### src/rtl/ibc_pkg.sv
// Shared constants and types for the I2C bus-condition detector.
// Assumes a single 250 MHz system clock and a synchronous active-high reset.
`default_nettype none

package ibc_pkg;

    // ==========================================================
    // Widths
    localparam int unsigned BYTE_W      = 8;
    localparam int unsigned ADDR_REGS   = 2;
    localparam int unsigned SYNC_STAGES = 2;
    localparam int unsigned HOLD_CNT_W  = 8;

    // ==========================================================
    // Timing
    localparam int unsigned CLK_PERIOD_NS  = 4;
    localparam int unsigned HOLD_LONG_NS   = 300;
    localparam int unsigned HOLD_SHORT_NS  = 100;
    localparam int unsigned HOLD_LONG_CYC  =
        (HOLD_LONG_NS + CLK_PERIOD_NS - 1) / CLK_PERIOD_NS;
    localparam int unsigned HOLD_SHORT_CYC =
        (HOLD_SHORT_NS + CLK_PERIOD_NS - 1) / CLK_PERIOD_NS;
    localparam logic [HOLD_CNT_W-1:0] HOLD_LONG_CNT  = HOLD_CNT_W'(HOLD_LONG_CYC);
    localparam logic [HOLD_CNT_W-1:0] HOLD_SHORT_CNT = HOLD_CNT_W'(HOLD_SHORT_CYC);
    localparam logic [HOLD_CNT_W-1:0] HOLD_CNT_MAX   = 8'hff;

    // ==========================================================
    // Address byte fields
    localparam int unsigned RW_BIT     = 0;
    localparam int unsigned TEN_HI_MSB = 2;
    localparam int unsigned TEN_HI_LSB = 1;
    localparam logic [4:0]  TEN_PREFIX = 5'h1e;
    localparam int unsigned HI_REG_IDX = 0;
    localparam int unsigned LO_REG_IDX = 1;

    // ==========================================================
    // Address phase tracking
    typedef enum logic [1:0] {
        AS_IDLE,
        AS_HIGH,
        AS_LOW,
        AS_DATA
    } ibc_addr_e;

endpackage

`default_nettype wire

### src/rtl/ibc_sync.sv
// Two-stage synchroniser for the bus pins.
// Assumes inputs are asynchronous to mclk; outputs are safe to decode.
`timescale 1ns/1ns
`default_nettype none

module ibc_sync #(
    parameter int unsigned WIDTH = 2
) (
    input  wire logic             mclk,
    input  wire logic             sys_rst,
    input  wire logic [WIDTH-1:0] pin_in,
    output logic      [WIDTH-1:0] pin_sync
);
    import ibc_pkg::*;

    logic [WIDTH-1:0] meta_q;

    // Idle bus is high, so both stages reset high to avoid a false Start
    always_ff @(posedge mclk) begin
        if (sys_rst) begin
            meta_q   <= {WIDTH{1'b1}};
            pin_sync <= {WIDTH{1'b1}};
        end else begin
            meta_q   <= pin_in;
            pin_sync <= meta_q;
        end
    end

endmodule

`default_nettype wire

### src/rtl/ibc_addr_match.sv
// Address comparison against the slave address registers.
// Assumes the byte is stable while its valid strobe is high.
`timescale 1ns/1ns
`default_nettype none

module ibc_addr_match (
    input  wire logic [ibc_pkg::ADDR_REGS-1:0][ibc_pkg::BYTE_W-1:0] addr_regs,
    input  wire logic [ibc_pkg::BYTE_W-1:0]                         rx_byte,
    output logic                                                    match_7bit,
    output logic                                                    match_hi,
    output logic                                                    match_lo
);
    import ibc_pkg::*;

    logic [ADDR_REGS-1:0] hit;
    logic [BYTE_W-1:0]    hi_pattern;

    // The direction bit never takes part in a 7-bit compare
    for (genvar i = 0; i < ADDR_REGS; i++) begin : g_reg
        assign hit[i] = rx_byte[BYTE_W-1:1] == addr_regs[i][BYTE_W-1:1];
    end
    assign match_7bit = |hit;

    assign hi_pattern = {TEN_PREFIX,
                         addr_regs[HI_REG_IDX][TEN_HI_MSB:TEN_HI_LSB],
                         1'b0};
    assign match_hi = rx_byte[BYTE_W-1:1] == hi_pattern[BYTE_W-1:1];
    assign match_lo = rx_byte == addr_regs[LO_REG_IDX];

endmodule

`default_nettype wire

### src/rtl/ibc_cond_det.sv
// Bus-condition logic of an I2C port: Start/Stop/Restart, collisions,
// idle state, 10-bit prior match, SDA hold time and Start/Stop interrupts.
// Assumes a byte shifter on mclk supplies received bytes and the bit to send.
`timescale 1ns/1ns
`default_nettype none

module ibc_cond_det (
    input  wire logic                                        mclk,
    input  wire logic                                        sys_rst,
    input  wire logic                                        sda_in,
    input  wire logic                                        scl_in,
    output logic                                             sda_out,
    output logic                                             sda_oe,
    output logic                                             scl_out,
    output logic                                             scl_oe,
    input  wire logic                                        sda_hold_select,
    input  wire logic                                        start_irq_enable,
    input  wire logic                                        stop_irq_enable,
    input  wire logic                                        ss_irq_mode,
    input  wire logic                                        ten_bit_mode,
    input  wire logic [ibc_pkg::ADDR_REGS-1:0][ibc_pkg::BYTE_W-1:0] slave_address_regs,
    input  wire logic [ibc_pkg::BYTE_W-1:0]                  rx_byte,
    input  wire logic                                        rx_byte_valid,
    input  wire logic                                        tx_enable,
    input  wire logic                                        tx_bit,
    input  wire logic                                        gen_start,
    input  wire logic                                        scl_release,
    input  wire logic                                        irq_flag_clear,
    output logic                                             start_seen,
    output logic                                             stop_seen,
    output logic                                             restart_seen,
    output logic                                             transfer_reset,
    output logic                                             bus_active,
    output logic                                             bus_idle,
    output logic                                             bus_collision,
    output logic                                             start_collision,
    output logic                                             addr_matched,
    output logic                                             read_request,
    output logic                                             prior_match,
    output logic                                             port_irq_flag
);
    import ibc_pkg::*;

    // ==========================================================
    // Pin synchronisation and edges
    logic [1:0] pins_s;
    logic       sda_s;
    logic       scl_s;
    logic       sda_p_q;
    logic       scl_p_q;

    ibc_sync #(
        .WIDTH (2)
    ) u_sync (
        .mclk     (mclk),
        .sys_rst  (sys_rst),
        .pin_in   ({sda_in, scl_in}),
        .pin_sync (pins_s)
    );

    assign sda_s = pins_s[1];
    assign scl_s = pins_s[0];

    always_ff @(posedge mclk) begin
        if (sys_rst) begin
            sda_p_q <= 1'b1;
            scl_p_q <= 1'b1;
        end else begin
            sda_p_q <= sda_s;
            scl_p_q <= scl_s;
        end
    end

    logic sda_fall;
    logic sda_rise;
    logic scl_fall;
    logic scl_rise;
    logic scl_high;
    logic start_cond;
    logic stop_cond;

    assign sda_fall   = sda_p_q & ~sda_s;
    assign sda_rise   = ~sda_p_q & sda_s;
    assign scl_fall   = scl_p_q & ~scl_s;
    assign scl_rise   = ~scl_p_q & scl_s;
    assign scl_high   = scl_p_q & scl_s;
    assign start_cond = sda_fall & scl_high;
    assign stop_cond  = sda_rise & scl_high;

    // ==========================================================
    // Condition classification
    logic active_q;
    logic low_seen_q;
    logic stop_ok;
    logic start_det;
    logic restart_det;
    logic stop_det;

    // A Stop or Restart needs an SCL low period since the last Start
    assign stop_ok     = active_q & low_seen_q;
    assign start_det   = start_cond & ~stop_ok;
    assign restart_det = start_cond & stop_ok;
    assign stop_det    = stop_cond & stop_ok;

    always_ff @(posedge mclk) begin
        if (sys_rst) begin
            active_q <= 1'b0;
        end else if (start_cond) begin
            active_q <= 1'b1;
        end else if (stop_det) begin
            active_q <= 1'b0;
        end
    end

    always_ff @(posedge mclk) begin
        if (sys_rst || start_cond) begin
            low_seen_q <= 1'b0;
        end else if (active_q && !scl_s) begin
            low_seen_q <= 1'b1;
        end
    end

    always_ff @(posedge mclk) begin
        if (sys_rst) begin
            start_seen     <= 1'b0;
            stop_seen      <= 1'b0;
            restart_seen   <= 1'b0;
            transfer_reset <= 1'b0;
            bus_idle       <= 1'b0;
        end else begin
            start_seen     <= start_det;
            stop_seen      <= stop_det;
            restart_seen   <= restart_det;
            transfer_reset <= start_cond;
            bus_idle       <= ~active_q & sda_s & scl_s;
        end
    end

    assign bus_active = active_q;

    // ==========================================================
    // Address phase and 10-bit prior match
    ibc_addr_e addr_q;
    logic      match_7bit;
    logic      match_hi;
    logic      match_lo;
    logic      rw_read;

    ibc_addr_match u_match (
        .addr_regs  (slave_address_regs),
        .rx_byte    (rx_byte),
        .match_7bit (match_7bit),
        .match_hi   (match_hi),
        .match_lo   (match_lo)
    );

    assign rw_read = rx_byte[RW_BIT];

    // Start and Restart both return to the address phase
    always_ff @(posedge mclk) begin
        if (sys_rst || stop_det) begin
            addr_q <= AS_IDLE;
        end else if (start_cond) begin
            addr_q <= AS_HIGH;
        end else if (rx_byte_valid) begin
            unique case (addr_q)
                AS_HIGH: begin
                    if (!ten_bit_mode) begin
                        addr_q <= match_7bit ? AS_DATA : AS_IDLE;
                    end else if (match_hi && !rw_read) begin
                        addr_q <= AS_LOW;
                    end else if (match_hi && prior_match) begin
                        addr_q <= AS_DATA;
                    end else begin
                        addr_q <= AS_IDLE;
                    end
                end
                AS_LOW:  addr_q <= match_lo ? AS_DATA : AS_IDLE;
                AS_DATA: addr_q <= AS_DATA;
                AS_IDLE: addr_q <= AS_IDLE;
            endcase
        end
    end

    always_ff @(posedge mclk) begin
        if (sys_rst || stop_det) begin
            prior_match <= 1'b0;
        end else if (rx_byte_valid && ten_bit_mode) begin
            if (addr_q == AS_HIGH && (!match_hi || !rw_read)) begin
                prior_match <= 1'b0;
            end else if (addr_q == AS_LOW && match_lo) begin
                prior_match <= 1'b1;
            end
        end
    end

    logic hi_read_ok;
    assign hi_read_ok = addr_q == AS_HIGH && rx_byte_valid && ten_bit_mode
                        && match_hi && rw_read && prior_match;

    always_ff @(posedge mclk) begin
        if (sys_rst) begin
            addr_matched <= 1'b0;
        end else begin
            addr_matched <= rx_byte_valid
                && ((addr_q == AS_HIGH && !ten_bit_mode && match_7bit)
                    || (addr_q == AS_LOW && match_lo)
                    || hi_read_ok);
        end
    end

    // Read direction stands until the next Start, Restart or Stop
    always_ff @(posedge mclk) begin
        if (sys_rst || start_cond || stop_det) begin
            read_request <= 1'b0;
        end else if (hi_read_ok) begin
            read_request <= 1'b1;
        end else if (addr_q == AS_HIGH && rx_byte_valid && !ten_bit_mode
                     && match_7bit && rw_read) begin
            read_request <= 1'b1;
        end
    end

    // Clock stretch after a 10-bit read header until the shifter has loaded data to send
    logic scl_hold_q;
    always_ff @(posedge mclk) begin
        if (sys_rst || start_cond || stop_det || scl_release) begin
            scl_hold_q <= 1'b0;
        end else if (hi_read_ok) begin
            scl_hold_q <= 1'b1;
        end
    end

    assign scl_out = 1'b0;
    assign scl_oe  = scl_hold_q;

    // ==========================================================
    // SDA hold time and data drive
    logic [HOLD_CNT_W-1:0] hold_cnt_q;
    logic                  data_level_q;
    logic                  start_drive_q;

    always_ff @(posedge mclk) begin
        if (sys_rst) begin
            hold_cnt_q <= '0;
        end else if (scl_fall) begin
            hold_cnt_q <= sda_hold_select ? HOLD_LONG_CNT : HOLD_SHORT_CNT;
        end else if (hold_cnt_q != '0) begin
            hold_cnt_q <= hold_cnt_q - 1'b1;
        end
    end

    // New data only lands once the hold window has expired with SCL low
    always_ff @(posedge mclk) begin
        if (sys_rst) begin
            data_level_q <= 1'b1;
        end else if (hold_cnt_q == '0 && !scl_s && !scl_fall) begin
            data_level_q <= tx_bit;
        end
    end

    assign sda_out = 1'b0;
    assign sda_oe  = (tx_enable & ~data_level_q) | start_drive_q;

    // ==========================================================
    // Start generation and collisions
    // Pin sampling lags two cycles, so a master that pulled SDA low just
    // before our request can slip through; the start_collision check only looks at SDA while start_drive_q is still low.
    always_ff @(posedge mclk) begin
        if (sys_rst || scl_fall) begin
            start_drive_q <= 1'b0;
        end else if (gen_start && sda_s && scl_s) begin
            start_drive_q <= 1'b1;
        end
    end

    always_ff @(posedge mclk) begin
        if (sys_rst) begin
            start_collision <= 1'b0;
            bus_collision   <= 1'b0;
        end else begin
            start_collision <= gen_start && !start_drive_q && !sda_s;
            bus_collision   <= (gen_start && !start_drive_q && !sda_s)
                               || (scl_rise && tx_enable && data_level_q && !sda_s);
        end
    end

    // ==========================================================
    // Port interrupt flag; a set in the clearing cycle wins
    logic irq_set;
    assign irq_set = ((start_det | restart_det) & (ss_irq_mode | start_irq_enable))
                     | (stop_det & (ss_irq_mode | stop_irq_enable));

    always_ff @(posedge mclk) begin
        if (sys_rst) begin
            port_irq_flag <= 1'b0;
        end else if (irq_set) begin
            port_irq_flag <= 1'b1;
        end else if (irq_flag_clear) begin
            port_irq_flag <= 1'b0;
        end
    end

    // ==========================================================
    // Checks
    logic [HOLD_CNT_W-1:0] since_fall_q;
    logic                  sel_at_fall_q;

    always_ff @(posedge mclk) begin
        if (sys_rst) begin
            since_fall_q  <= HOLD_CNT_MAX;
            sel_at_fall_q <= 1'b0;
        end else if (scl_fall) begin
            since_fall_q  <= '0;
            sel_at_fall_q <= sda_hold_select;
        end else if (since_fall_q != HOLD_CNT_MAX) begin
            since_fall_q <= since_fall_q + 1'b1;
        end
    end

    a_hold_long_time: assert property (@(posedge mclk) disable iff (sys_rst)
        $changed(data_level_q) && sel_at_fall_q |-> since_fall_q >= HOLD_LONG_CNT)
        else $error("SDA changed inside the long hold window");

    a_start_seen_pulse: assert property (@(posedge mclk) disable iff (sys_rst)
        start_cond && !stop_ok |=> start_seen && bus_active)
        else $error("Start not reported");

    a_start_coll_flag: assert property (@(posedge mclk) disable iff (sys_rst)
        gen_start && !start_drive_q && !sda_s |=> start_collision && bus_collision
        && !start_drive_q)
        else $error("Start collision missed");

    a_stop_ends_bus: assert property (@(posedge mclk) disable iff (sys_rst)
        stop_cond && stop_ok |=> stop_seen && !bus_active ##1 !prior_match)
        else $error("Stop not handled");

    a_stop_needs_low: assert property (@(posedge mclk) disable iff (sys_rst)
        (stop_seen || restart_seen) |-> $past(low_seen_q) && $past(scl_s))
        else $error("Stop or Restart without SCL low period");

    a_restart_resets: assert property (@(posedge mclk) disable iff (sys_rst)
        restart_seen |-> transfer_reset ##0 addr_q == AS_HIGH)
        else $error("Restart did not reset address phase");

    a_ten_read_hold: assert property (@(posedge mclk) disable iff (sys_rst)
        hi_read_ok && !scl_release |=> scl_oe && read_request && addr_matched)
        else $error("10-bit read not held");

    a_prior_set: assert property (@(posedge mclk) disable iff (sys_rst)
        rx_byte_valid && ten_bit_mode && addr_q == AS_LOW && match_lo && !stop_det
        && !start_cond |=> prior_match && addr_q == AS_DATA)
        else $error("Prior match not set");

    a_irq_on_start: assert property (@(posedge mclk) disable iff (sys_rst)
        start_seen && $past(start_irq_enable || ss_irq_mode) |-> port_irq_flag)
        else $error("Start interrupt missing");

    a_irq_off_plain: assert property (@(posedge mclk) disable iff (sys_rst)
        $rose(port_irq_flag) && stop_seen && !restart_seen && !start_seen
        |-> $past(stop_irq_enable || ss_irq_mode))
        else $error("Stop interrupt raised while disabled");

    a_coll_high_out: assert property (@(posedge mclk) disable iff (sys_rst)
        scl_rise && tx_enable && data_level_q && !sda_s |=> bus_collision)
        else $error("Bus collision missed");

    a_idle_bus_lines: assert property (@(posedge mclk) disable iff (sys_rst)
        bus_idle |-> $past(!active_q && sda_s && scl_s))
        else $error("Idle reported on busy bus");

endmodule

`default_nettype wire

### config.mk
export PLATFORM = sky130hd
export DESIGN_NAME = ibc_cond_det
export DESIGN_NICKNAME = d
export VERILOG_FILES = /design/src/rtl/ibc_pkg.sv /design/src/rtl/ibc_sync.sv /design/src/rtl/ibc_addr_match.sv /design/src/rtl/ibc_cond_det.sv
export SDC_FILE = /design/constraint.sdc
export NUM_CORES = 1
export LEC_CHECK = 0
export ABC_AREA = 0
export BUFFER_PORTS_ARGS = -buffer_cell sky130_fd_sc_hd__buf_2
export CAP_MARGIN = 15
export CORE_ASPECT_RATIO = 0.8
export CORE_MARGIN = 4
export CORE_UTILIZATION = 25
export CTS_CLUSTER_DIAMETER = 100
export DETAILED_ROUTE_END_ITERATION = 10
export PLACE_DENSITY = 0.48
export SLEW_MARGIN = 20
export SYNTH_ARGS = -nofsm -noshare
export SYNTH_HDL_FRONTEND = slang
export SYNTH_SLANG_ARGS = --single-unit
### constraint.sdc
create_clock -name mclk -period 2.95 [get_ports mclk]
set_input_delay 0.885 -clock mclk [delete_from_list [all_inputs] [get_ports mclk]]
set_output_delay 0.885 -clock mclk [all_outputs]
set_load 0.01 [all_outputs]
==> impl_metrics.json, run 1 <==
{
  "outcome": "complete, no violations",
  "wl_per_cell_microns": 12.1,
  "clk_pin_slew_ns": 0.07,
  "antenna_cells": 0,
  "yosys_warnings": 0,
  "hold_path_class": "reg -> reg",
  "placed_cells": 294,
  "worstPathCellList": "buf_2 > a21o_1 > buf_2",
  "drt_iter0_markers": 64,
  "cpPeakStageDelay_ns": 0.16,
  "dr_wl_met2_microns": 1590,
  "highest_layer": "met4",
  "cts-buffers-inserted": 5,
  "synthDistinctLibCells": 45,
  "dp_slack_ns": 0.491,
  "crit_type": "in -> out",
  "crit_fanout": 2,
  "drv_slew": 0,
  "crit_path_start_kind": "input port",
  "synthCells": 167,
  "grt_setup_unrepaired": "false",
  "first_pass_iters": 5,
  "final_cells": 302,
  "synth_edf_count": 0,
  "reg2reg_from": "hold_cnt_q[0]$_SDFFE_PP0P_",
  "max_freq_mhz": 463,
  "die_y_microns": 78.4,
  "m1WireLength_microns": 1850,
  "cp-end-kind": "output pin",
  "vias": 1319,
  "antenna_found_initial": 0,
  "clk_path_buf_depth": 2,
  "setup_viol": 0,
  "cts_hold_buf": 0,
  "finalHoldViolCount": 0,
  "grt_usage_pct": 10.4,
  "via_per_inst": 4.37,
  "htree_levels": 2,
  "avgSynthCellArea_sq_um": 9.28,
  "finClkSkew_ns": 0.00281,
  "drt-total-wl_microns": 3660,
  "synth_area_sq_um": 1550,
  "fin_crit_ns": 2.16,
  "cp.required_ns": 2.07,
  "critPathSlowestCell": "a21o_1",
  "post_cts_buffers": 0,
  "cts_resized": 0,
  "ant_nets": 0,
  "cts_root_buffer": "clkbuf_8",
  "timing.hold.ws_ns": 0.409,
  "crit_path_frequent_cell": "buf_2",
  "stdcell_area_sq_um": 1970,
  "dieArea_sq_um": 7530,
  "cts_tree": "built",
  "synthFlopType": "dfxtp_1",
  "initial_core_util_pct": 25.9,
  "layout-drive-gt1-share_pct": 33.0,
  "final_cell_mix": "buf_2, dfxtp_1, nand2_1, xnor2_1, a21oi_1",
  "grt_pass1_vias": 1338,
  "cts.sinks": 32,
  "ir_worst_vdd_v": 0.000169,
  "cp_data_arrival_time_ns": 1.28,
  "hp-start": "u_sync.meta_q[0]$_SDFF_PP1_",
  "fillers": 617,
  "nets": 261,
  "place.gp.congestion": 0.729,
  "drc_errors": 0,
  "setup_tns_ns": 0,
  "ys_seq_area_share_pct": 41.4,
  "synth_seq_cells": 32,
  "gr-total-overflow": 0,
  "multiInputGateArea_sq_um": 852,
  "row_count": 25,
  "synthArstFlopShare_pct": 0,
  "grt_pass1_wl_microns": 6130,
  "worst_slack_ns": 0.788,
  "seqCellArea_sq_um": 641,
  "port_buffers": 51,
  "clk_latency_ns": 0.28,
  "dr_wl_met3_microns": 192,
  "grt_max_degree": 21,
  "ios": 55,
  "core_sq_um": 5970,
  "final_common_cell": "buf_2",
  "crit_start": "tx_enable",
  "finalCritPeriodShare_pct": 73.3,
  "p_leak_nw": 0.894,
  "power_per_cell_area_nw_per_um2": 646,
  "place_area_sq_um": 1880,
  "cap_violations": 0,
  "die_w_microns": 96.0,
  "synthToLayoutAreaGrowth_pct": 27.3,
  "hpwl_microns": 2790
}
==> cell type report <==
cell class                 instances  area share [%]
clock buffer                       6            4.19
timing repair buffer              51            12.9
tap                               81            5.14
clock inverter                     2           0.508
sequential                        32            32.5
inverter                           8            1.52
multi-input combinational        122            43.2
==> state kept, by name, indices dropped and copies added (netlist names), 2 cells and up <==
| register | count |
|---|---|
| u_sync.meta_q | 2 |
| addr_q | 2 |
| u_sync.pin_sync | 2 |
| hold_cnt_q | 8 |
==> cells in the mapped netlist, drive strengths merged (3+ instances only) <==
cell type / number / share of area [%]
inv: 8 / 1.9
and3: 6 / 2.4
nand4: 3 / 1.2
nor4b: 3 / 2.1
xnor2: 15 / 8.5
o21ai: 4 / 1.3
xor2: 4 / 2.3
nor3: 7 / 2.3
or2: 6 / 2.4
nand4b: 4 / 2.3
nand2: 15 / 3.6
dfxtp: 32 / 41
a21oi: 11 / 3.6
nor2: 6 / 1.5
clkbuf: 4 / 0.97
==> final timing paths <==
check                                                     end  slack [ns]  cells past startpoint
worst max-delay path                                   sda_oe        0.79                      3
worst min-delay path            u_sync.pin_sync[0]$_SDFF_PP1_        0.41                      1
worst max register to register      data_level_q$_SDFFE_PP1P_        1.08                      7
worst min register to register  u_sync.pin_sync[0]$_SDFF_PP1_        0.41                      1
==> power breakdown <==
| part | total [W] | leakage [nW] | switching (W) | internal (W) |
|---|---|---|---|---|
| combinational | 0.000389 | 0.581 | 0.000194 | 0.000195 |
| clock | 0.000340 | 0.0510 | 0.000155 | 0.000186 |
| sequential | 0.000544 | 0.262 | 0.0000548 | 0.000490 |
| total | 0.00127 | 0.894 | 0.000403 | 0.000870 |
==> through the flow <==
step | power, W | utilization (%)
after global placement | 0.000944 | 31.5
after CTS | 0.00129 | 33.0
after detailed placement | 0.000942 | 31.5
after floorplan | 0.000846 | -
after global routing | 0.00138 | 33.0
final | 0.00127 | 33.0
==> per-layer routing <==
| layer | global-route usage, % | up-vias |
|---|---|---|
| li1 | - | 700 |
| met1 | 14.0 | 590 |
| met2 | 15.0 | 25 |
| met3 | 4.12 | 4 |
| met4 | 3.41 | 0 |
| met5 | 0 | - |
==> kinds of logic after synthesis <==
kind of cell             share of synthesized area, %
other                                           0.242
multiplexers                                     2.02
buffers and inverters                            3.88
flip-flops                                       41.4
adder cells (fa/ha/maj)                          1.62
XOR/XNOR                                         10.7
AND/OR/NAND/NOR                                  23.7
AO/OA/AOI/OAI                                    16.4
==> critical path: cells and delay by family <==
| family | cells | cell delay, ns |
|---|---|---|
| buf+inv | 2 | 0.23 |
| compound gates | 1 | 0.16 |
Note: power is estimated with default switching activity, not from simulation.
==> run 2: changes to the inputs <==
clock period = 2.2 ns   (was 2.95 ns; I/O delays follow)
==> impl_metrics.json, run 2 (synthesized netlist as in run 1, its figures left out) <==
{
  "outcome": "complete, no violations",
  "finalCritPeriodShare_pct": 90.1,
  "gr-total-overflow": 0,
  "slew_headroom_pct": 65.8,
  "port_buffers": 51,
  "die_w_microns": 96.0,
  "crit_type": "in -> reg",
  "drc_errors": 0,
  "cp-end-kind": "register",
  "power_per_cell_area_nw_per_um2": 899,
  "htree_levels": 2,
  "cts_resized": 0,
  "ir_worst_vdd_v": 0.000297,
  "clk_latency_ns": 0.28,
  "largest_reg_flops": 8,
  "place.gp.congestion": 0.721,
  "clk_path_buf_depth": 2,
  "tightest_slew_ns": 0.506,
  "fillers": 634,
  "row_count": 25,
  "cp.required_ns": 2.42,
  "nets": 265,
  "synthToLayoutAreaGrowth_pct": 30.2,
  "seqCellArea_sq_um": 641,
  "fin_crit_ns": 1.98,
  "cts_tree": "built",
  "cts-buffers-inserted": 5,
  "ant_nets": 0,
  "hpwl_microns": 2930,
  "post_cts_buffers": 0,
  "setup_tns_ns": 0,
  "r2r_slack_ns": 0.39,
  "grt_pass1_vias": 1373,
  "dieArea_sq_um": 7530,
  "max_freq_mhz": 504,
  "antenna_cells": 0,
  "cp_data_arrival_time_ns": 2.21,
  "antenna_found_initial": 0,
  "clk_pin_slew_ns": 0.07,
  "first_pass_iters": 4,
  "regMostFlops": "hold_cnt_q",
  "crit_path_start_kind": "input port",
  "grt_pass1_wl_microns": 6230,
  "wl_per_cell_microns": 12.1,
  "final_core_util_pct": 33.8,
  "vias": 1366,
  "core_sq_um": 5970,
  "drt-total-wl_microns": 3710,
  "via_per_inst": 4.46,
  "grt_max_degree": 15,
  "crit_fanout": 4,
  "final_common_cell": "buf_2",
  "drt_iter0_markers": 65,
  "finalHoldViolCount": 0,
  "grt_setup_unrepaired": "false",
  "p_leak_nw": 0.917,
  "die_y_microns": 78.4,
  "drv_slew": 0,
  "setup_viol": 0,
  "initial_core_util_pct": 25.9,
  "cts.sinks": 32,
  "ios": 55,
  "final_cell_mix": "buf_2, dfxtp_1, nand2_1, xnor2_1, a21oi_1",
  "layout-drive-gt1-share_pct": 33.8,
  "finClkSkew_ns": 0.00455,
  "hold_path_class": "reg -> reg",
  "cts_root_buffer": "clkbuf_8",
  "multiInputGateArea_sq_um": 852,
  "cap_violations": 0,
  "grt_usage_pct": 10.4,
  "cts_hold_buf": 0
}
## run 2: path summary, 6_finish.rpt
check | startpoint | end | cells past startpoint
worst max-delay path | rx_byte[2] | read_request$_SDFFE_PP0P_ | 6
worst min-delay path | u_sync.meta_q[0]$_SDFF_PP1_ | u_sync.pin_sync[0]$_SDFF_PP1_ | 1
worst max register to register | hold_cnt_q[0]$_SDFFE_PP0P_ | hold_cnt_q[7]$_SDFFE_PP0P_ | 7
worst min register to register | u_sync.meta_q[0]$_SDFF_PP1_ | u_sync.pin_sync[0]$_SDFF_PP1_ | 1
## run 2: through the flow
stage	hold slack [ns]	power (W)	setup slack, ns	std cells	instance area, sq um
after CTS	0.411	0.00184	0.208	306	2020
after floorplan	0.389	0.00113	0.250	168	1550
final	0.409	0.00181	0.217	306	2020
after global placement	0.391	0.00129	-0.0516	298	1910
after global routing	0.419	0.00195	0.140	306	2020
after detailed placement	0.395	0.00129	-0.0824	298	1910
## run 2: cell type report
| type | instances | share of cell area, % |
|---|---|---|
| Sequential cell | 32 | 31.8 |
| Timing Repair Buffer | 55 | 14.1 |
| Clock inverter | 2 | 1.74 |
| Tap cell | 81 | 5.02 |
| Clock buffer | 6 | 3.60 |
| Inverter | 8 | 1.49 |
| Multi-Input combinational cell | 122 | 42.2 |
## run 2: layer usage
layer	vias up	track usage (%)	part of all wire (%)
met5	-	0	0
met4	0	2.98	1.1
met3	5	3.16	4.7
met2	25	15.1	44
met1	626	14.7	51
li1	710	-	-
## run 2: critical path: stages
cell and delay [ns]:
buf_2 0.11, xnor2_1 0.22, nand4_1 0.12, or4_4 0.44
a2111oi_4 0.42, a41o_1 0.23
## run 2: power breakdown
| part | switching [W] | leakage [nW] | internal [W] |
|---|---|---|---|
| Sequential | 0.0000721 | 0.262 | 0.000656 |
| Clock | 0.000202 | 0.0552 | 0.000336 |
| Combinational | 0.000265 | 0.600 | 0.000283 |
==> run 3: changes to the inputs <==
CORE_ASPECT_RATIO = 0.9   (was 0.8)
==> impl_metrics.json, run 3 (synthesized netlist as in run 1, its figures left out) <==
{
  "cap_violations": 0,
  "cts.sinks": 32,
  "grt_setup_unrepaired": "false",
  "hp-start": "u_sync.meta_q[1]$_SDFF_PP1_",
  "crit_type": "in -> reg",
  "largest_reg_flops": 8,
  "clk_path_buf_depth": 2,
  "stdcell_area_sq_um": 2010,
  "r2r_cells": 7,
  "outcome": "complete, no violations",
  "r2r_end": "hold_cnt_q[7]$_SDFFE_PP0P_",
  "regMostFlops": "hold_cnt_q",
  "final_common_cell": "buf_2",
  "finalHoldViolCount": 0,
  "drc_errors": 0,
  "finalCritPeriodShare_pct": 89.5,
  "finClkSkew_ns": 0.00559,
  "wl_per_cell_microns": 12.5,
  "crit_fanout": 4,
  "holdPathEnd": "u_sync.pin_sync[1]$_SDFF_PP1_",
  "setup_tns_ns": 0,
  "max_freq_mhz": 508,
  "grt_pass1_wl_microns": 6180,
  "slew_headroom_pct": 63.5,
  "die_w_microns": 91.0,
  "timing.hold.ws_ns": 0.409,
  "crit_path_start_kind": "input port",
  "fillers": 635,
  "nets": 265,
  "power_per_cell_area_nw_per_um2": 908,
  "cp.required_ns": 2.43,
  "die_y_microns": 82.7,
  "grt_max_degree": 15,
  "initial_core_util_pct": 26.5,
  "dp_slack_ns": -0.0472,
  "antenna_found_initial": 0,
  "reg2reg_from": "hold_cnt_q[0]$_SDFFE_PP0P_",
  "port_buffers": 51,
  "grt_usage_pct": 10.2,
  "ir_worst_vdd_v": 0.000353,
  "hpwl_microns": 2890,
  "drv_slew": 0,
  "fin_crit_ns": 1.97,
  "drt_iter0_markers": 72,
  "hold_path_class": "reg -> reg",
  "cp_data_arrival_time_ns": 2.20,
  "clk_pin_slew_ns": 0.07,
  "gr-total-overflow": 0,
  "final_cell_mix": "buf_2, dfxtp_1, nand2_1, xnor2_1, a21oi_1",
  "grt_pass1_vias": 1346,
  "cts_resized": 0,
  "synthToLayoutAreaGrowth_pct": 29.6,
  "r2r_slack_ns": 0.38,
  "place_area_sq_um": 1900,
  "p_leak_nw": 0.916,
  "cts-buffers-inserted": 5,
  "via_per_inst": 4.57,
  "tightest_slew_ns": 0.540,
  "place.gp.congestion": 0.773,
  "vias": 1349,
  "clk_latency_ns": 0.28,
  "drt-total-wl_microns": 3680,
  "core_sq_um": 5860,
  "cts_tree": "built",
  "hold_depth": 1,
  "post_cts_buffers": 0,
  "row_count": 26,
  "antenna_cells": 0,
  "dieArea_sq_um": 7520,
  "ant_nets": 0,
  "layout-drive-gt1-share_pct": 34.2,
  "htree_levels": 2,
  "cp-end-kind": "register",
  "finalPower_w": 0.00182,
  "setup_viol": 0,
  "cts_root_buffer": "clkbuf_8",
  "cts_hold_buf": 0,
  "first_pass_iters": 4,
  "worst_slack_ns": 0.230,
  "ios": 55
}
## run 3: cell types whose count changed in the layout (fill, tap and decap cells not counted)
cell and delta:
clkbuf_1 -1, clkinvlp_4 +1
## run 3: through the flow
stage,utilization (%),cells
after floorplan,-,168
after global placement,32.4,287
after detailed placement,32.4,287
after CTS,34.3,295
after global routing,34.3,295
final,34.3,295
## run 3: worst max path at each step
stage / endpoint / slack, ns / cells after the start / startpoint
2_1_floorplan: addr_matched$_SDFF_PP0_ / 0.25 / 5 / rx_byte[1]
3_3_place_gp: addr_matched$_SDFF_PP0_ / -0.06 / 6 / rx_byte[2]
3_5_place_dp: read_request$_SDFFE_PP0P_ / -0.05 / 6 / rx_byte[2]
4_1_cts: addr_matched$_SDFF_PP0_ / 0.25 / 6 / rx_byte[2]
5_1_grt: read_request$_SDFFE_PP0P_ / 0.12 / 6 / rx_byte[1]
6_report: addr_matched$_SDFF_PP0_ / 0.23 / 6 / rx_byte[2]
## run 3: critical path, cell delays in order
cell,delay (ns)
buf_2,0.11
xnor2_1,0.20
nand4_1,0.12
or4_4,0.44
a2111oi_4,0.43
o311a_2,0.23
## run 3: layout make-up
| cell class | count | area, sq um | share of cell area (%) |
|---|---|---|---|
| multi-input combinational | 122 | 852 | 42.5 |
| clock inverter | 3 | 42.5 | 2.12 |
| timing repair buffer | 55 | 285 | 14.2 |
| tap | 70 | 87.6 | 4.36 |
| clock buffer | 5 | 68.8 | 3.43 |
| sequential | 32 | 641 | 31.9 |
| inverter | 8 | 30.0 | 1.50 |
## run 3: routing by layer
metal / track usage [%] / vias up / routed length (microns)
met5: 0 / - / 0
met4: 4.07 / 0 / 58
met3: 2.63 / 6 / 148
met2: 16.5 / 27 / 1670
met1: 13.2 / 606 / 1800
li1: - / 710 / -
## run 3: power breakdown
group / internal (W) / leakage [nW] / switching [W]
Sequential: 0.000656 / 0.262 / 0.0000707
Combinational: 0.000283 / 0.600 / 0.000261
Clock: 0.000335 / 0.0541 / 0.000216
